[src/verilog/tiu_pkg.sv]
// Package for the trap and interrupt unit: cause codes, CSR bit positions,
// register map of the AXI4-Lite slave and carrier structs.
// Assumes a 32-bit machine-mode core clocked at 10 MHz.
package tiu_pkg;
  localparam int TIU_XLEN = 32;
  localparam int TIU_ADV_ID_WIDTH = 6;
  // Cause codes
  localparam logic [10:0] TIU_CODE_MSI = 11'h003;
  localparam logic [10:0] TIU_CODE_MTI = 11'h007;
  localparam logic [10:0] TIU_CODE_MEI = 11'h00B;
  localparam logic [10:0] TIU_CODE_NMI_LOAD = 11'h400;
  localparam logic [10:0] TIU_CODE_NMI_STORE = 11'h401;
  localparam logic [10:0] TIU_EXC_INSTR_ACCESS = 11'h001;
  localparam logic [10:0] TIU_EXC_ILLEGAL = 11'h002;
  localparam logic [10:0] TIU_EXC_BREAK = 11'h003;
  localparam logic [10:0] TIU_EXC_LOAD_ACCESS = 11'h005;
  localparam logic [10:0] TIU_EXC_STORE_ACCESS = 11'h007;
  localparam logic [10:0] TIU_EXC_ECALL = 11'h00B;
  localparam logic [10:0] TIU_EXC_INSTR_BUS = 11'h030;
  localparam int TIU_CAUSE_IRQ_BIT = 31;
  localparam int TIU_IRQ_MSI = 3;
  localparam int TIU_IRQ_MTI = 7;
  localparam int TIU_IRQ_MEI = 11;
  localparam int TIU_FAST_LO = 16;
  localparam int TIU_FAST_HI = 31;
  // mstatus fields
  localparam int TIU_MSTATUS_MIE = 3;
  localparam int TIU_MSTATUS_MPIE = 7;
  // Debug control fields
  localparam int TIU_DCSR_NMIP = 3;
  localparam int TIU_DCSR_STEP = 2;
  localparam int TIU_DCSR_STEP_INTERRUPT_ENABLE = 11;
  // Valid interrupt lines in basic mode
  localparam logic [31:0] TIU_IRQ_VALID_MASK = 32'hFFFF_0888;
  // mtvec fields
  localparam logic [31:0] TIU_MTVEC_BASE_MASK = 32'hFFFF_FF00;
  localparam logic [31:0] TIU_RST_MTVEC = 32'h0000_0000;
  localparam logic [31:0] TIU_RST_MIE = 32'h0000_0000;
  localparam logic [31:0] TIU_RST_MSTATUS = 32'h0000_0000;
  // Register byte offsets
  localparam logic [7:0] TIU_OFS_MSTATUS = 8'h00;
  localparam logic [7:0] TIU_OFS_MIE = 8'h04;
  localparam logic [7:0] TIU_OFS_MIP = 8'h08;
  localparam logic [7:0] TIU_OFS_MTVEC = 8'h0C;
  localparam logic [7:0] TIU_OFS_MEPC = 8'h10;
  localparam logic [7:0] TIU_OFS_MCAUSE = 8'h14;
  localparam logic [7:0] TIU_OFS_DCSR = 8'h18;
  localparam logic [7:0] TIU_OFS_TRAPPC = 8'h1C;
  localparam logic [1:0] TIU_RESP_OKAY = 2'h0;
  localparam logic [1:0] TIU_RESP_SLVERR = 2'h2;

  // Core-side per-cycle status
  typedef struct packed {
    logic debug_mode;
    logic single_step;
    logic mret;
    logic [31:0] pc;
  } tiu_core_t;

  // Synchronous exception flags of the instruction in the trap slot
  typedef struct packed {
    logic valid;
    logic instr_access;
    logic instr_bus;
    logic illegal;
    logic ecall;
    logic ebreak;
    logic store_access;
    logic load_access;
  } tiu_exc_t;

  // Data bus response
  typedef struct packed {
    logic rvalid;
    logic err;
    logic is_store;
  } tiu_dresp_t;
endpackage : tiu_pkg

[src/verilog/tiu_nmi_latch.sv]
// Data bus fault latch feeding the imprecise NMI.
// Assumes data bus responses are synchronous to clk.
`timescale 1ns/1ps
module tiu_nmi_latch
  import tiu_pkg::*;
(
  input wire logic clk,
  input wire logic sys_rst,
  input wire tiu_dresp_t dresp,
  input wire logic nmi_taken,
  output logic pending,
  output logic is_store
);
  logic pend_ff, store_ff;
  logic nxt_pend, nxt_store;
  logic fault;

  assign fault = dresp.rvalid & dresp.err;

  always_comb
  begin
    nxt_pend = pend_ff;
    nxt_store = store_ff;
    if (nmi_taken)
    begin
      nxt_pend = 1'b0;
    end
    // First fault wins; a fault in the entry cycle is latched anew
    if (fault && (!pend_ff || nmi_taken))
    begin
      nxt_pend = 1'b1;
      nxt_store = dresp.is_store;
    end
  end

  always_ff @(posedge clk)
  begin
    if (sys_rst)
    begin
      pend_ff <= 1'b0;
      store_ff <= 1'b0;
    end
    else
    begin
      pend_ff <= nxt_pend;
      store_ff <= nxt_store;
    end
  end

  assign pending = pend_ff;
  assign is_store = store_ff;

  a_nmi_first_kept: assert property (@(posedge clk) disable iff (sys_rst)
    pend_ff && !nmi_taken |=> pend_ff && store_ff == $past(store_ff))
    else $error("latched fault overwritten while pending");
endmodule : tiu_nmi_latch

[src/verilog/tiu_sync3.sv]
// Three-flop synchroniser for a vector of pins.
// Assumes the inputs are asynchronous to clk.
`timescale 1ns/1ps
module tiu_sync3
  import tiu_pkg::*;
#(
  parameter int W = 32
)
(
  input wire logic clk,
  input wire logic sys_rst,
  input wire logic [W-1:0] din,
  output logic [W-1:0] dout
);
  logic [W-1:0] s1_ff, s2_ff, s3_ff, out_ff;
  logic [W-1:0] nxt_out;

  // A bit changes only once the second and third stage agree
  always_comb
  begin
    for (int i = 0; i < W; i++)
    begin
      nxt_out[i] = (s2_ff[i] == s3_ff[i]) ? s2_ff[i] : out_ff[i];
    end
  end

  always_ff @(posedge clk)
  begin
    if (sys_rst)
    begin
      s1_ff <= '0;
      s2_ff <= '0;
      s3_ff <= '0;
      out_ff <= '0;
    end
    else
    begin
      s1_ff <= din;
      s2_ff <= s1_ff;
      s3_ff <= s2_ff;
      out_ff <= nxt_out;
    end
  end

  assign dout = out_ff;
endmodule : tiu_sync3

[src/verilog/tiu_trap_unit.sv]
// Trap and interrupt unit: basic-mode interrupt selection, bus fault NMI,
// synchronous exception priority, trap CSRs and an AXI4-Lite slave.
// Assumes the pipeline retires in order and asks via trap_slot when a trap
// may be taken; exception flags are sampled only for an instruction that
// reaches execution.
`timescale 1ns/1ps
module tiu_trap_unit
  import tiu_pkg::*;
#(
  parameter bit ADV_MODE = 1'b0,
  parameter int ADV_ID_WIDTH = TIU_ADV_ID_WIDTH
)
(
  input wire logic clk,
  input wire logic sys_rst,
  input wire logic [31:0] irq_pins,
  input wire tiu_core_t core,
  input wire tiu_exc_t exc,
  input wire tiu_dresp_t dresp,
  input wire logic trap_slot,
  output logic halt_issue,
  output logic trap_take,
  output logic [31:0] trap_pc,
  input wire logic [7:0] s_axi_awaddr,
  input wire logic s_axi_awvalid,
  output logic s_axi_awready,
  input wire logic [31:0] s_axi_wdata,
  input wire logic [3:0] s_axi_wstrb,
  input wire logic s_axi_wvalid,
  output logic s_axi_wready,
  output logic [1:0] s_axi_bresp,
  output logic s_axi_bvalid,
  input wire logic s_axi_bready,
  input wire logic [7:0] s_axi_araddr,
  input wire logic s_axi_arvalid,
  output logic s_axi_arready,
  output logic [31:0] s_axi_rdata,
  output logic [1:0] s_axi_rresp,
  output logic s_axi_rvalid,
  input wire logic s_axi_rready
);
  // Advanced mode protocol is outside this unit; check the width range only
  a_id_width_range: assert property (@(posedge clk) ADV_ID_WIDTH >= 6 && ADV_ID_WIDTH <= 10)
    else $error("advanced id width out of range");

  logic [31:0] irq_sync;
  logic nmi_pend, nmi_store;
  logic [31:0] mstatus_ff, mie_ff, mtvec_ff, mepc_ff, mcause_ff, dcsr_ff;
  logic [31:0] nxt_mstatus, nxt_mie, nxt_mtvec, nxt_mepc, nxt_mcause, nxt_dcsr;
  logic take_ff, halt_ff;
  logic [31:0] tpc_ff;
  logic nxt_take, nxt_halt;
  logic [31:0] nxt_tpc;
  logic [31:0] mip;
  logic irq_ok, nmi_vis, irq_vis, exc_any;
  logic trap_take_nmi, trap_take_irq, trap_take_exc;
  logic [10:0] irq_code, exc_code;

  tiu_sync3 #(.W(32)) u_sync (
    .clk(clk),
    .sys_rst(sys_rst),
    .din(irq_pins),
    .dout(irq_sync)
  );

  tiu_nmi_latch u_nmi (
    .clk(clk),
    .sys_rst(sys_rst),
    .dresp(dresp),
    .nmi_taken(trap_take_nmi),
    .pending(nmi_pend),
    .is_store(nmi_store)
  );

  // Highest pending line by the fixed order; timer line comes last
  function automatic logic [10:0] pick_irq(input logic [31:0] p);
    logic [10:0] c;
    c = TIU_CODE_MTI;
    if (p[TIU_IRQ_MSI]) c = TIU_CODE_MSI;
    if (p[TIU_IRQ_MEI]) c = TIU_CODE_MEI;
    for (int i = TIU_FAST_LO; i <= TIU_FAST_HI; i++)
    begin
      if (p[i]) c = 11'(i);
    end
    return c;
  endfunction : pick_irq

  // Level view, no edge memory; advanced mode drops the lines entirely
  assign mip = ADV_MODE ? 32'h0000_0000 : (irq_sync & TIU_IRQ_VALID_MASK);
  assign irq_ok = mstatus_ff[TIU_MSTATUS_MIE] && !core.debug_mode;
  assign irq_vis = irq_ok && |(mip & mie_ff);
  assign irq_code = pick_irq(mip & mie_ff);
  // NMI ignores the global enable, only debug and stepping hide it
  assign nmi_vis = nmi_pend && !core.debug_mode &&
                   !(core.single_step && !dcsr_ff[TIU_DCSR_STEP_INTERRUPT_ENABLE]);

  always_comb
  begin
    exc_any = exc.valid && (exc.instr_access || exc.instr_bus || exc.illegal ||
              exc.ecall || exc.ebreak || exc.store_access || exc.load_access);
    exc_code = TIU_EXC_LOAD_ACCESS;
    if (exc.store_access) exc_code = TIU_EXC_STORE_ACCESS;
    if (exc.ebreak) exc_code = TIU_EXC_BREAK;
    if (exc.ecall) exc_code = TIU_EXC_ECALL;
    if (exc.illegal) exc_code = TIU_EXC_ILLEGAL;
    if (exc.instr_bus) exc_code = TIU_EXC_INSTR_BUS;
    if (exc.instr_access) exc_code = TIU_EXC_INSTR_ACCESS;
  end

  // Exceptions are precise and win over pending interrupts in the slot
  assign trap_take_exc = trap_slot && exc_any;
  assign trap_take_nmi = trap_slot && !exc_any && nmi_vis;
  assign trap_take_irq = trap_slot && !exc_any && !nmi_vis && irq_vis;

  // AXI4-Lite write path: address and data may arrive in either order
  logic aw_ff, w_ff, bv_ff, rv_ff, arr_ff;
  logic [7:0] awa_ff;
  logic [31:0] wd_ff, rd_ff;
  logic [3:0] ws_ff;
  logic [1:0] br_ff, rr_ff;
  logic nxt_aw, nxt_w, nxt_bv, nxt_rv;
  logic [7:0] nxt_awa;
  logic [31:0] nxt_wd, nxt_rd;
  logic [3:0] nxt_ws;
  logic [1:0] nxt_br, nxt_rr;
  logic wr_go;

  function automatic logic [31:0] merge(input logic [31:0] o, input logic [31:0] n,
                                        input logic [3:0] s);
    logic [31:0] r;
    r = o;
    for (int b = 0; b < 4; b++)
    begin
      if (s[b]) r[b*8 +: 8] = n[b*8 +: 8];
    end
    return r;
  endfunction : merge

  assign wr_go = aw_ff && w_ff && !bv_ff;

  always_comb
  begin
    nxt_aw = aw_ff;
    nxt_w = w_ff;
    nxt_awa = awa_ff;
    nxt_wd = wd_ff;
    nxt_ws = ws_ff;
    nxt_bv = bv_ff;
    nxt_br = br_ff;
    nxt_rv = rv_ff;
    nxt_rd = rd_ff;
    nxt_rr = rr_ff;
    if (s_axi_awvalid && s_axi_awready)
    begin
      nxt_aw = 1'b1;
      nxt_awa = s_axi_awaddr;
    end
    if (s_axi_wvalid && s_axi_wready)
    begin
      nxt_w = 1'b1;
      nxt_wd = s_axi_wdata;
      nxt_ws = s_axi_wstrb;
    end
    if (wr_go)
    begin
      nxt_aw = 1'b0;
      nxt_w = 1'b0;
      nxt_bv = 1'b1;
      nxt_br = TIU_RESP_OKAY;
      unique case (awa_ff)
        TIU_OFS_MSTATUS, TIU_OFS_MIE, TIU_OFS_MTVEC, TIU_OFS_MEPC, TIU_OFS_MCAUSE,
        TIU_OFS_MIP, TIU_OFS_TRAPPC: nxt_br = TIU_RESP_OKAY;
        TIU_OFS_DCSR: nxt_br = core.debug_mode ? TIU_RESP_OKAY : TIU_RESP_SLVERR;
        default: nxt_br = TIU_RESP_SLVERR;
      endcase
    end
    if (bv_ff && s_axi_bready) nxt_bv = 1'b0;
    if (s_axi_arvalid && arr_ff)
    begin
      nxt_rv = 1'b1;
      nxt_rr = TIU_RESP_OKAY;
      unique case (s_axi_araddr)
        TIU_OFS_MSTATUS: nxt_rd = mstatus_ff;
        TIU_OFS_MIE: nxt_rd = mie_ff;
        TIU_OFS_MIP: nxt_rd = mip;
        TIU_OFS_MTVEC: nxt_rd = mtvec_ff;
        TIU_OFS_MEPC: nxt_rd = mepc_ff;
        TIU_OFS_MCAUSE: nxt_rd = mcause_ff;
        TIU_OFS_TRAPPC: nxt_rd = tpc_ff;
        TIU_OFS_DCSR:
        begin
          nxt_rd = core.debug_mode ? dcsr_ff : 32'h0000_0000;
          nxt_rr = core.debug_mode ? TIU_RESP_OKAY : TIU_RESP_SLVERR;
        end
        default:
        begin
          nxt_rd = 32'h0000_0000;
          nxt_rr = TIU_RESP_SLVERR;
        end
      endcase
    end
    else if (rv_ff && s_axi_rready)
    begin
      nxt_rv = 1'b0;
    end
  end

  // Trap CSR state; hardware updates on entry override software writes
  always_comb
  begin
    nxt_mstatus = mstatus_ff;
    nxt_mie = mie_ff;
    nxt_mtvec = mtvec_ff;
    nxt_mepc = mepc_ff;
    nxt_mcause = mcause_ff;
    nxt_dcsr = dcsr_ff;
    if (wr_go)
    begin
      unique case (awa_ff)
        TIU_OFS_MSTATUS: nxt_mstatus = merge(mstatus_ff, wd_ff, ws_ff);
        TIU_OFS_MIE: nxt_mie = merge(mie_ff, wd_ff, ws_ff) & TIU_IRQ_VALID_MASK;
        TIU_OFS_MTVEC: nxt_mtvec = merge(mtvec_ff, wd_ff, ws_ff);
        TIU_OFS_MEPC: nxt_mepc = merge(mepc_ff, wd_ff, ws_ff);
        TIU_OFS_MCAUSE: nxt_mcause = merge(mcause_ff, wd_ff, ws_ff);
        TIU_OFS_DCSR: if (core.debug_mode) nxt_dcsr = merge(dcsr_ff, wd_ff, ws_ff);
        default: nxt_mstatus = mstatus_ff;
      endcase
    end
    nxt_dcsr[TIU_DCSR_NMIP] = nmi_pend;
    if (core.mret)
    begin
      nxt_mstatus[TIU_MSTATUS_MIE] = mstatus_ff[TIU_MSTATUS_MPIE];
    end
    if (trap_take_exc || trap_take_nmi || trap_take_irq)
    begin
      nxt_mepc = core.pc;
      nxt_mstatus[TIU_MSTATUS_MPIE] = mstatus_ff[TIU_MSTATUS_MIE];
      nxt_mstatus[TIU_MSTATUS_MIE] = 1'b0;
      nxt_mcause = '0;
      if (trap_take_exc)
      begin
        nxt_mcause[10:0] = exc_code;
      end
      else
      begin
        nxt_mcause[TIU_CAUSE_IRQ_BIT] = 1'b1;
        nxt_mcause[10:0] = trap_take_nmi ?
          (nmi_store ? TIU_CODE_NMI_STORE : TIU_CODE_NMI_LOAD) : irq_code;
      end
    end
  end

  always_comb
  begin
    nxt_take = trap_take_exc || trap_take_nmi || trap_take_irq;
    nxt_halt = nmi_vis || irq_vis;
    nxt_tpc = mtvec_ff & TIU_MTVEC_BASE_MASK;
    if (trap_take_irq && mtvec_ff[0])
    begin
      nxt_tpc = (mtvec_ff & TIU_MTVEC_BASE_MASK) + {19'h00000, irq_code, 2'h0};
    end
  end

  always_ff @(posedge clk)
  begin
    if (sys_rst)
    begin
      mstatus_ff <= TIU_RST_MSTATUS;
      mie_ff <= TIU_RST_MIE;
      mtvec_ff <= TIU_RST_MTVEC;
      mepc_ff <= '0;
      mcause_ff <= '0;
      dcsr_ff <= '0;
      take_ff <= 1'b0;
      halt_ff <= 1'b0;
      tpc_ff <= '0;
      aw_ff <= 1'b0;
      w_ff <= 1'b0;
      awa_ff <= '0;
      wd_ff <= '0;
      ws_ff <= '0;
      bv_ff <= 1'b0;
      br_ff <= '0;
      rv_ff <= 1'b0;
      rd_ff <= '0;
      rr_ff <= '0;
      arr_ff <= 1'b0;
    end
    else
    begin
      mstatus_ff <= nxt_mstatus;
      mie_ff <= nxt_mie;
      mtvec_ff <= nxt_mtvec;
      mepc_ff <= nxt_mepc;
      mcause_ff <= nxt_mcause;
      dcsr_ff <= nxt_dcsr;
      take_ff <= nxt_take;
      halt_ff <= nxt_halt;
      tpc_ff <= nxt_tpc;
      aw_ff <= nxt_aw;
      w_ff <= nxt_w;
      awa_ff <= nxt_awa;
      wd_ff <= nxt_wd;
      ws_ff <= nxt_ws;
      bv_ff <= nxt_bv;
      br_ff <= nxt_br;
      rv_ff <= nxt_rv;
      rd_ff <= nxt_rd;
      rr_ff <= nxt_rr;
      arr_ff <= !nxt_rv && !(s_axi_arvalid && arr_ff);
    end
  end

  // Ready flags are registered so that every output leaves a flop
  logic awr_ff, wr_ff;
  always_ff @(posedge clk)
  begin
    if (sys_rst)
    begin
      awr_ff <= 1'b0;
      wr_ff <= 1'b0;
    end
    else
    begin
      awr_ff <= !nxt_aw && !(s_axi_awvalid && awr_ff) && !nxt_bv;
      wr_ff <= !nxt_w && !(s_axi_wvalid && wr_ff) && !nxt_bv;
    end
  end

  assign s_axi_awready = awr_ff;
  assign s_axi_wready = wr_ff;
  assign s_axi_bvalid = bv_ff;
  assign s_axi_bresp = br_ff;
  assign s_axi_arready = arr_ff;
  assign s_axi_rvalid = rv_ff;
  assign s_axi_rdata = rd_ff;
  assign s_axi_rresp = rr_ff;
  assign trap_take = take_ff;
  assign trap_pc = tpc_ff;
  assign halt_issue = halt_ff;

  a_irq_needs_enable: assert property (@(posedge clk) disable iff (sys_rst)
    trap_take_irq |-> mstatus_ff[TIU_MSTATUS_MIE] && |(mip & mie_ff))
    else $error("interrupt taken while disabled");
  a_debug_no_trap: assert property (@(posedge clk) disable iff (sys_rst)
    core.debug_mode |-> !trap_take_irq && !trap_take_nmi)
    else $error("interrupt taken in debug mode");
  a_nmi_cause_code: assert property (@(posedge clk) disable iff (sys_rst)
    trap_take_nmi |=> mcause_ff[TIU_CAUSE_IRQ_BIT] && mcause_ff[10:1] == 10'h200)
    else $error("nmi cause wrong");
  a_entry_clears_mie: assert property (@(posedge clk) disable iff (sys_rst)
    nxt_take |=> !mstatus_ff[TIU_MSTATUS_MIE] &&
    mstatus_ff[TIU_MSTATUS_MPIE] == $past(mstatus_ff[TIU_MSTATUS_MIE]))
    else $error("entry did not save and clear enable");
  a_nmi_ignores_mie: assert property (@(posedge clk) disable iff (sys_rst)
    nmi_pend && trap_slot && !exc_any && !core.debug_mode && !core.single_step
    |-> trap_take_nmi)
    else $error("nmi masked by global enable");
  a_nmip_tracks: assert property (@(posedge clk) disable iff (sys_rst)
    ##1 dcsr_ff[TIU_DCSR_NMIP] == $past(nmi_pend))
    else $error("nmi pending bit mismatch");
  a_halt_follows: assert property (@(posedge clk) disable iff (sys_rst)
    nmi_vis |=> halt_issue)
    else $error("issue not halted");
  a_exc_wins: assert property (@(posedge clk) disable iff (sys_rst)
    trap_slot && exc.valid && exc.instr_access |=> mcause_ff == 32'h0000_0001)
    else $error("exception priority wrong");
  c_irq_taken: cover property (@(posedge clk) trap_take_irq);
  c_nmi_taken: cover property (@(posedge clk) trap_take_nmi && nmi_store);
  c_exc_taken: cover property (@(posedge clk) trap_take_exc);
endmodule : tiu_trap_unit
[config.mk]
export PLATFORM = sky130hd
export DESIGN_NAME = tiu_trap_unit
export DESIGN_NICKNAME = d
export VERILOG_FILES = /design/src/verilog/tiu_pkg.sv /design/src/verilog/tiu_nmi_latch.sv /design/src/verilog/tiu_sync3.sv /design/src/verilog/tiu_trap_unit.sv
export SDC_FILE = /design/constraint.sdc
export NUM_CORES = 1
export LEC_CHECK = 0
export ABC_AREA = 1
export BUFFER_PORTS_ARGS = -buffer_cell sky130_fd_sc_hd__buf_2
export CORE_UTILIZATION = 60
export DETAILED_ROUTE_END_ITERATION = 10
export PLACE_DENSITY = 0.81
export REMOVE_ABC_BUFFERS = 1
export SLEW_MARGIN = 10
export SYNTH_ARGS = -nofsm -noshare
export SYNTH_HDL_FRONTEND = slang
export SYNTH_SLANG_ARGS = --single-unit
[constraint.sdc]
create_clock -name clk -period 5.3 [get_ports clk]
set_input_delay 1.06 -clock clk [delete_from_list [all_inputs] [get_ports clk]]
set_output_delay 1.06 -clock clk [all_outputs]
set_load 0.05 [all_outputs]
==> key figures <==
Run status
  • Status: finished clean

Synthesis
  • Synth top cells by count: dfxtp_1, nand2_1, a21oi_1
  • Synth top area share: between 50% and 60%
  • YS warnings: 0
  • #FFs+latches synth: about 370
  • Mapped Cells: about 1900
  • Post-synth EDFFs: 0
  • Mean area per synthesized cell: 7.79 um2
  • Yosys top cell by area: dfxtp_1
  • Most frequent cell after synthesis: dfxtp_1
  • Prevailing post-synth register cell: dfxtp_1
  • Largest cells by area after synthesis: dfxtp_1, nand2_1, a21oi_1
  • Post-synthesis cell type count: 43
  • Sequential area share after synthesis: 51.5%
  • Synth Cell Area: roughly 14000 um2
  • Post-synth ARST share: 0%

Critical path
  • Launching point of the worst reg2reg path: u_sync.dout[31]
  • Family with the most delay on the worst path: simple AND/OR/NAND/NOR gates
  • Critical path class: in -> reg
  • CP required: about 5.7 ns
  • CP Capture Type: flip-flop
  • Reg-to-Reg End: mepc_ff[19]
  • Worst-path cell with the longest stage delay: nor2_1
  • Register-to-Register Setup Slack: 2.17 ns
  • CP arrival: 3.82 ns
  • CP max FO: 35
  • CP Cell Sequence: buf_2 > nor2_1 > nand4_1 > nand3_1 > nand2_2 > inv_1 > nand2_4 > buf_4 > nor2_1 > nand2_1 > a31oi_1
  • Buffers & Inverters on Critical Path: 3
  • Crit path largest cell delay: a little under 0.7 ns
  • R2R depth: 12
  • Crit path top cell by count: nor2_1
  • CP Launch Type: input pin

Clocking
  • CTS sink cnt: 373
  • Post-cts gate resize count: 0
  • TritonCTS Buffers: 37
  • CTS H-Tree Depth: 2
  • Root Driver: clkbuf_16
  • TritonCTS clock tree: yes
  • Clk slew on worst S/H paths: about 0.060 ns
  • Clk_lat worst skew: 0.52 ns
  • Setup Buffers After CTS: 0
  • Post-CTS Hold Buffers: 0
  • Clock Tree Buf Depth: 3

Layout
  • Area of the multi-input gates: 5890 um2
  • Share of layout cells above drive strength 1: 14.7%
  • Fill cells: approximately 1900
  • Area grow syn2layout: 15.7%
  • Final Cell Area: 16800 um2
  • Final #Nets: roughly 2100
  • Reg area: roughly 7500 um2

Detailed routing
  • Drt first pass iters: 6
  • Via/cell ratio: between 5 and 6
  • Routed Antenna Nets: 0
  • Routed wire length: about 43000 um
  • Residual DRC: 0
  • First DRT Iteration DRCs: approximately 1500
  • Drt wl/cell: 18.1 um
  • Total number of vias: about 14000

STA
  • Setup repair after global routing missed its margin: false
  • Max Freq: slightly below 0.3 GHz
  • Final Critical Period: 3.40 ns
  • Clk_skew: about 0.014 ns
  • Final slew viol count: 0
  • Final hold violation count: 0
  • Setup violations, final: 0
  • Worst-margin pin slew: roughly 1.2 ns
  • Setup TNS Final: 0 ns
  • Slew headroom: approximately 21%
  • Period Utilization, post-route: 64.1%

Global routing
  • Number of global-route vias before repair: around 13000
  • GR Util All Layers: approximately a third
  • Largest net degree at the start of global routing: approximately 110
  • Global-route wire length before repair: 65700 um
  • Initial antenna violation count: 0
  • GRT Residual Overflow: 0

Floorplan
  • Die area: between 20000 and 25000 um2
  • Row count: between 50 and 60
  • Chip width: roughly 160 um
  • Core area: 23600 um2
  • Die H: roughly 160 um
  • Initial Util: between 60% and 70%
  • Io pins: around 210

Pwr
  • Max VDD drop: around 0.24 mV
  • Power Density: 351 nW/um2
  • Leak pwr: around 7 nW

Worst hold path
  • Hold depth: 2
  • Hold Crit Start: u_sync.s1_ff[16]
  • Worst hold path type: reg -> reg
  • Hold endpoint: u_sync.s2_ff[16]

Flow run
  • Max-cap violations: 0

Placement
  • Post-DP HPWL: 26600 um
  • GP Congestion: roughly 0.9
  • Post-Place Cell Area: around 16000 um2
  • PortBufs: approximately 190
==> registers in the layout (all words and copies together) (netlist names), 4 cells and up <==
register	count
awa_ff	8
mtvec_ff	32
s_axi_rdata	32
u_sync.s1_ff	19
u_sync.s2_ff	19
mcause_ff	32
wd_ff	32
ws_ff	4
u_sync.s3_ff	19
mstatus_ff	32
trap_pc	29
mepc_ff	32
dcsr_ff	32
mie_ff	19
u_sync.dout	19
==> final cells by class <==
cell class / count / area share [%]
diodes: 2 / 0.0299
clock inverters: 8 / 0.560
repair buffers: 208 / 6.46
well taps: 319 / 2.38
flip-flops and latches: 373 / 44.5
inverters: 182 / 4.11
clock buffers: 58 / 6.79
multi-input cells: 1208 / 35.1
==> how the worst max path moves through the flow <==
stage	endpoint	slack (ns)	cells after the start	startpoint
5_1_grt	mepc_ff[19]	1.85	11	exc[3]
2_1_floorplan	mcause_ff[11]	1.42	3	sys_rst
3_3_place_gp	mepc_ff[22]	1.64	11	exc[5]
4_1_cts	mepc_ff[19]	1.99	11	exc[3]
3_5_place_dp	mepc_ff[19]	1.56	11	exc[3]
6_report	mepc_ff[19]	1.90	11	exc[3]
==> report_power, final <==
part           total [mW]  internal (mW)  leakage (nW)  switching (mW)
clock network        2.64           1.57         0.609            1.07
logic               0.347         0.0973          3.28           0.250
registers            2.90           2.87          3.03          0.0352
total                5.89           4.54          6.92            1.35
==> cell families (layout without fill, tap and decap cells) <==
group	count (synthesis)	count (layout)	synth area share, %
AND/OR/NAND/NOR	659	659	18.8
buffers and inverters	284	456	8.01
AO/OA/AOI/OAI	544	544	21.7
flip-flops	373	373	51.5
other	1	7	0.0259
==> per-stage QoR <==
step                      cells  hold slack [ns]  power (mW)  worst slack (ns)  utilization, %
after floorplan            1763            0.388        3.14              1.42               -
after global placement     2290            0.390        3.29              1.64            65.8
after detailed placement   2290            0.395        3.30              1.56            65.8
after CTS                  2356            0.405        5.90              1.99            71.0
after global routing       2356            0.422        6.07              1.85            71.0
final                      2358            0.404        5.89              1.90            71.0
==> placed cells by master (no fill, tap or decap), types with 8 or more instances in the layout <==
master,netlist,layout
a211oi_1,23,23
a211oi_2,9,9
a21oi_1,224,224
a221oi_1,36,36
a22o_1,21,21
a31oi_1,22,22
buf_2,23,193
buf_4,11,14
clkbuf_1,60,10
clkbuf_16,0,39
clkbuf_8,0,9
dfxtp_1,373,373
inv_1,176,174
nand2_1,340,339
nand3_1,51,51
nand4_1,14,14
nor2_1,214,213
nor2_2,8,8
nor3_1,15,15
o21ai_0,195,195
==> layer usage <==
metal | vias up | global-route usage [%] | share of wire, %
li1 | 6500 | - | -
met3 | 150 | 5.51 | 9.4
met1 | 6425 | 43.5 | 40
met4 | 0 | 18.0 | 4.4
met5 | - | 0 | 0
met2 | 757 | 55.4 | 46
==> worst register-to-register path, cell delays in order, from the launching register on <==
cell and delay [ns]:
dfxtp_1 0.33, nand2_1 0.18, nand2_1 0.13, nor3_1 0.19, nand3_1 0.14, nand3_1 0.15, nor2_1 0.05, nand2_1 0.11
nand2_4 0.28, buf_4 0.40, nor2_1 0.68, nand2_1 0.17, a31oi_1 0.23
No activity file was read; power rests on OpenSTA's default activity.
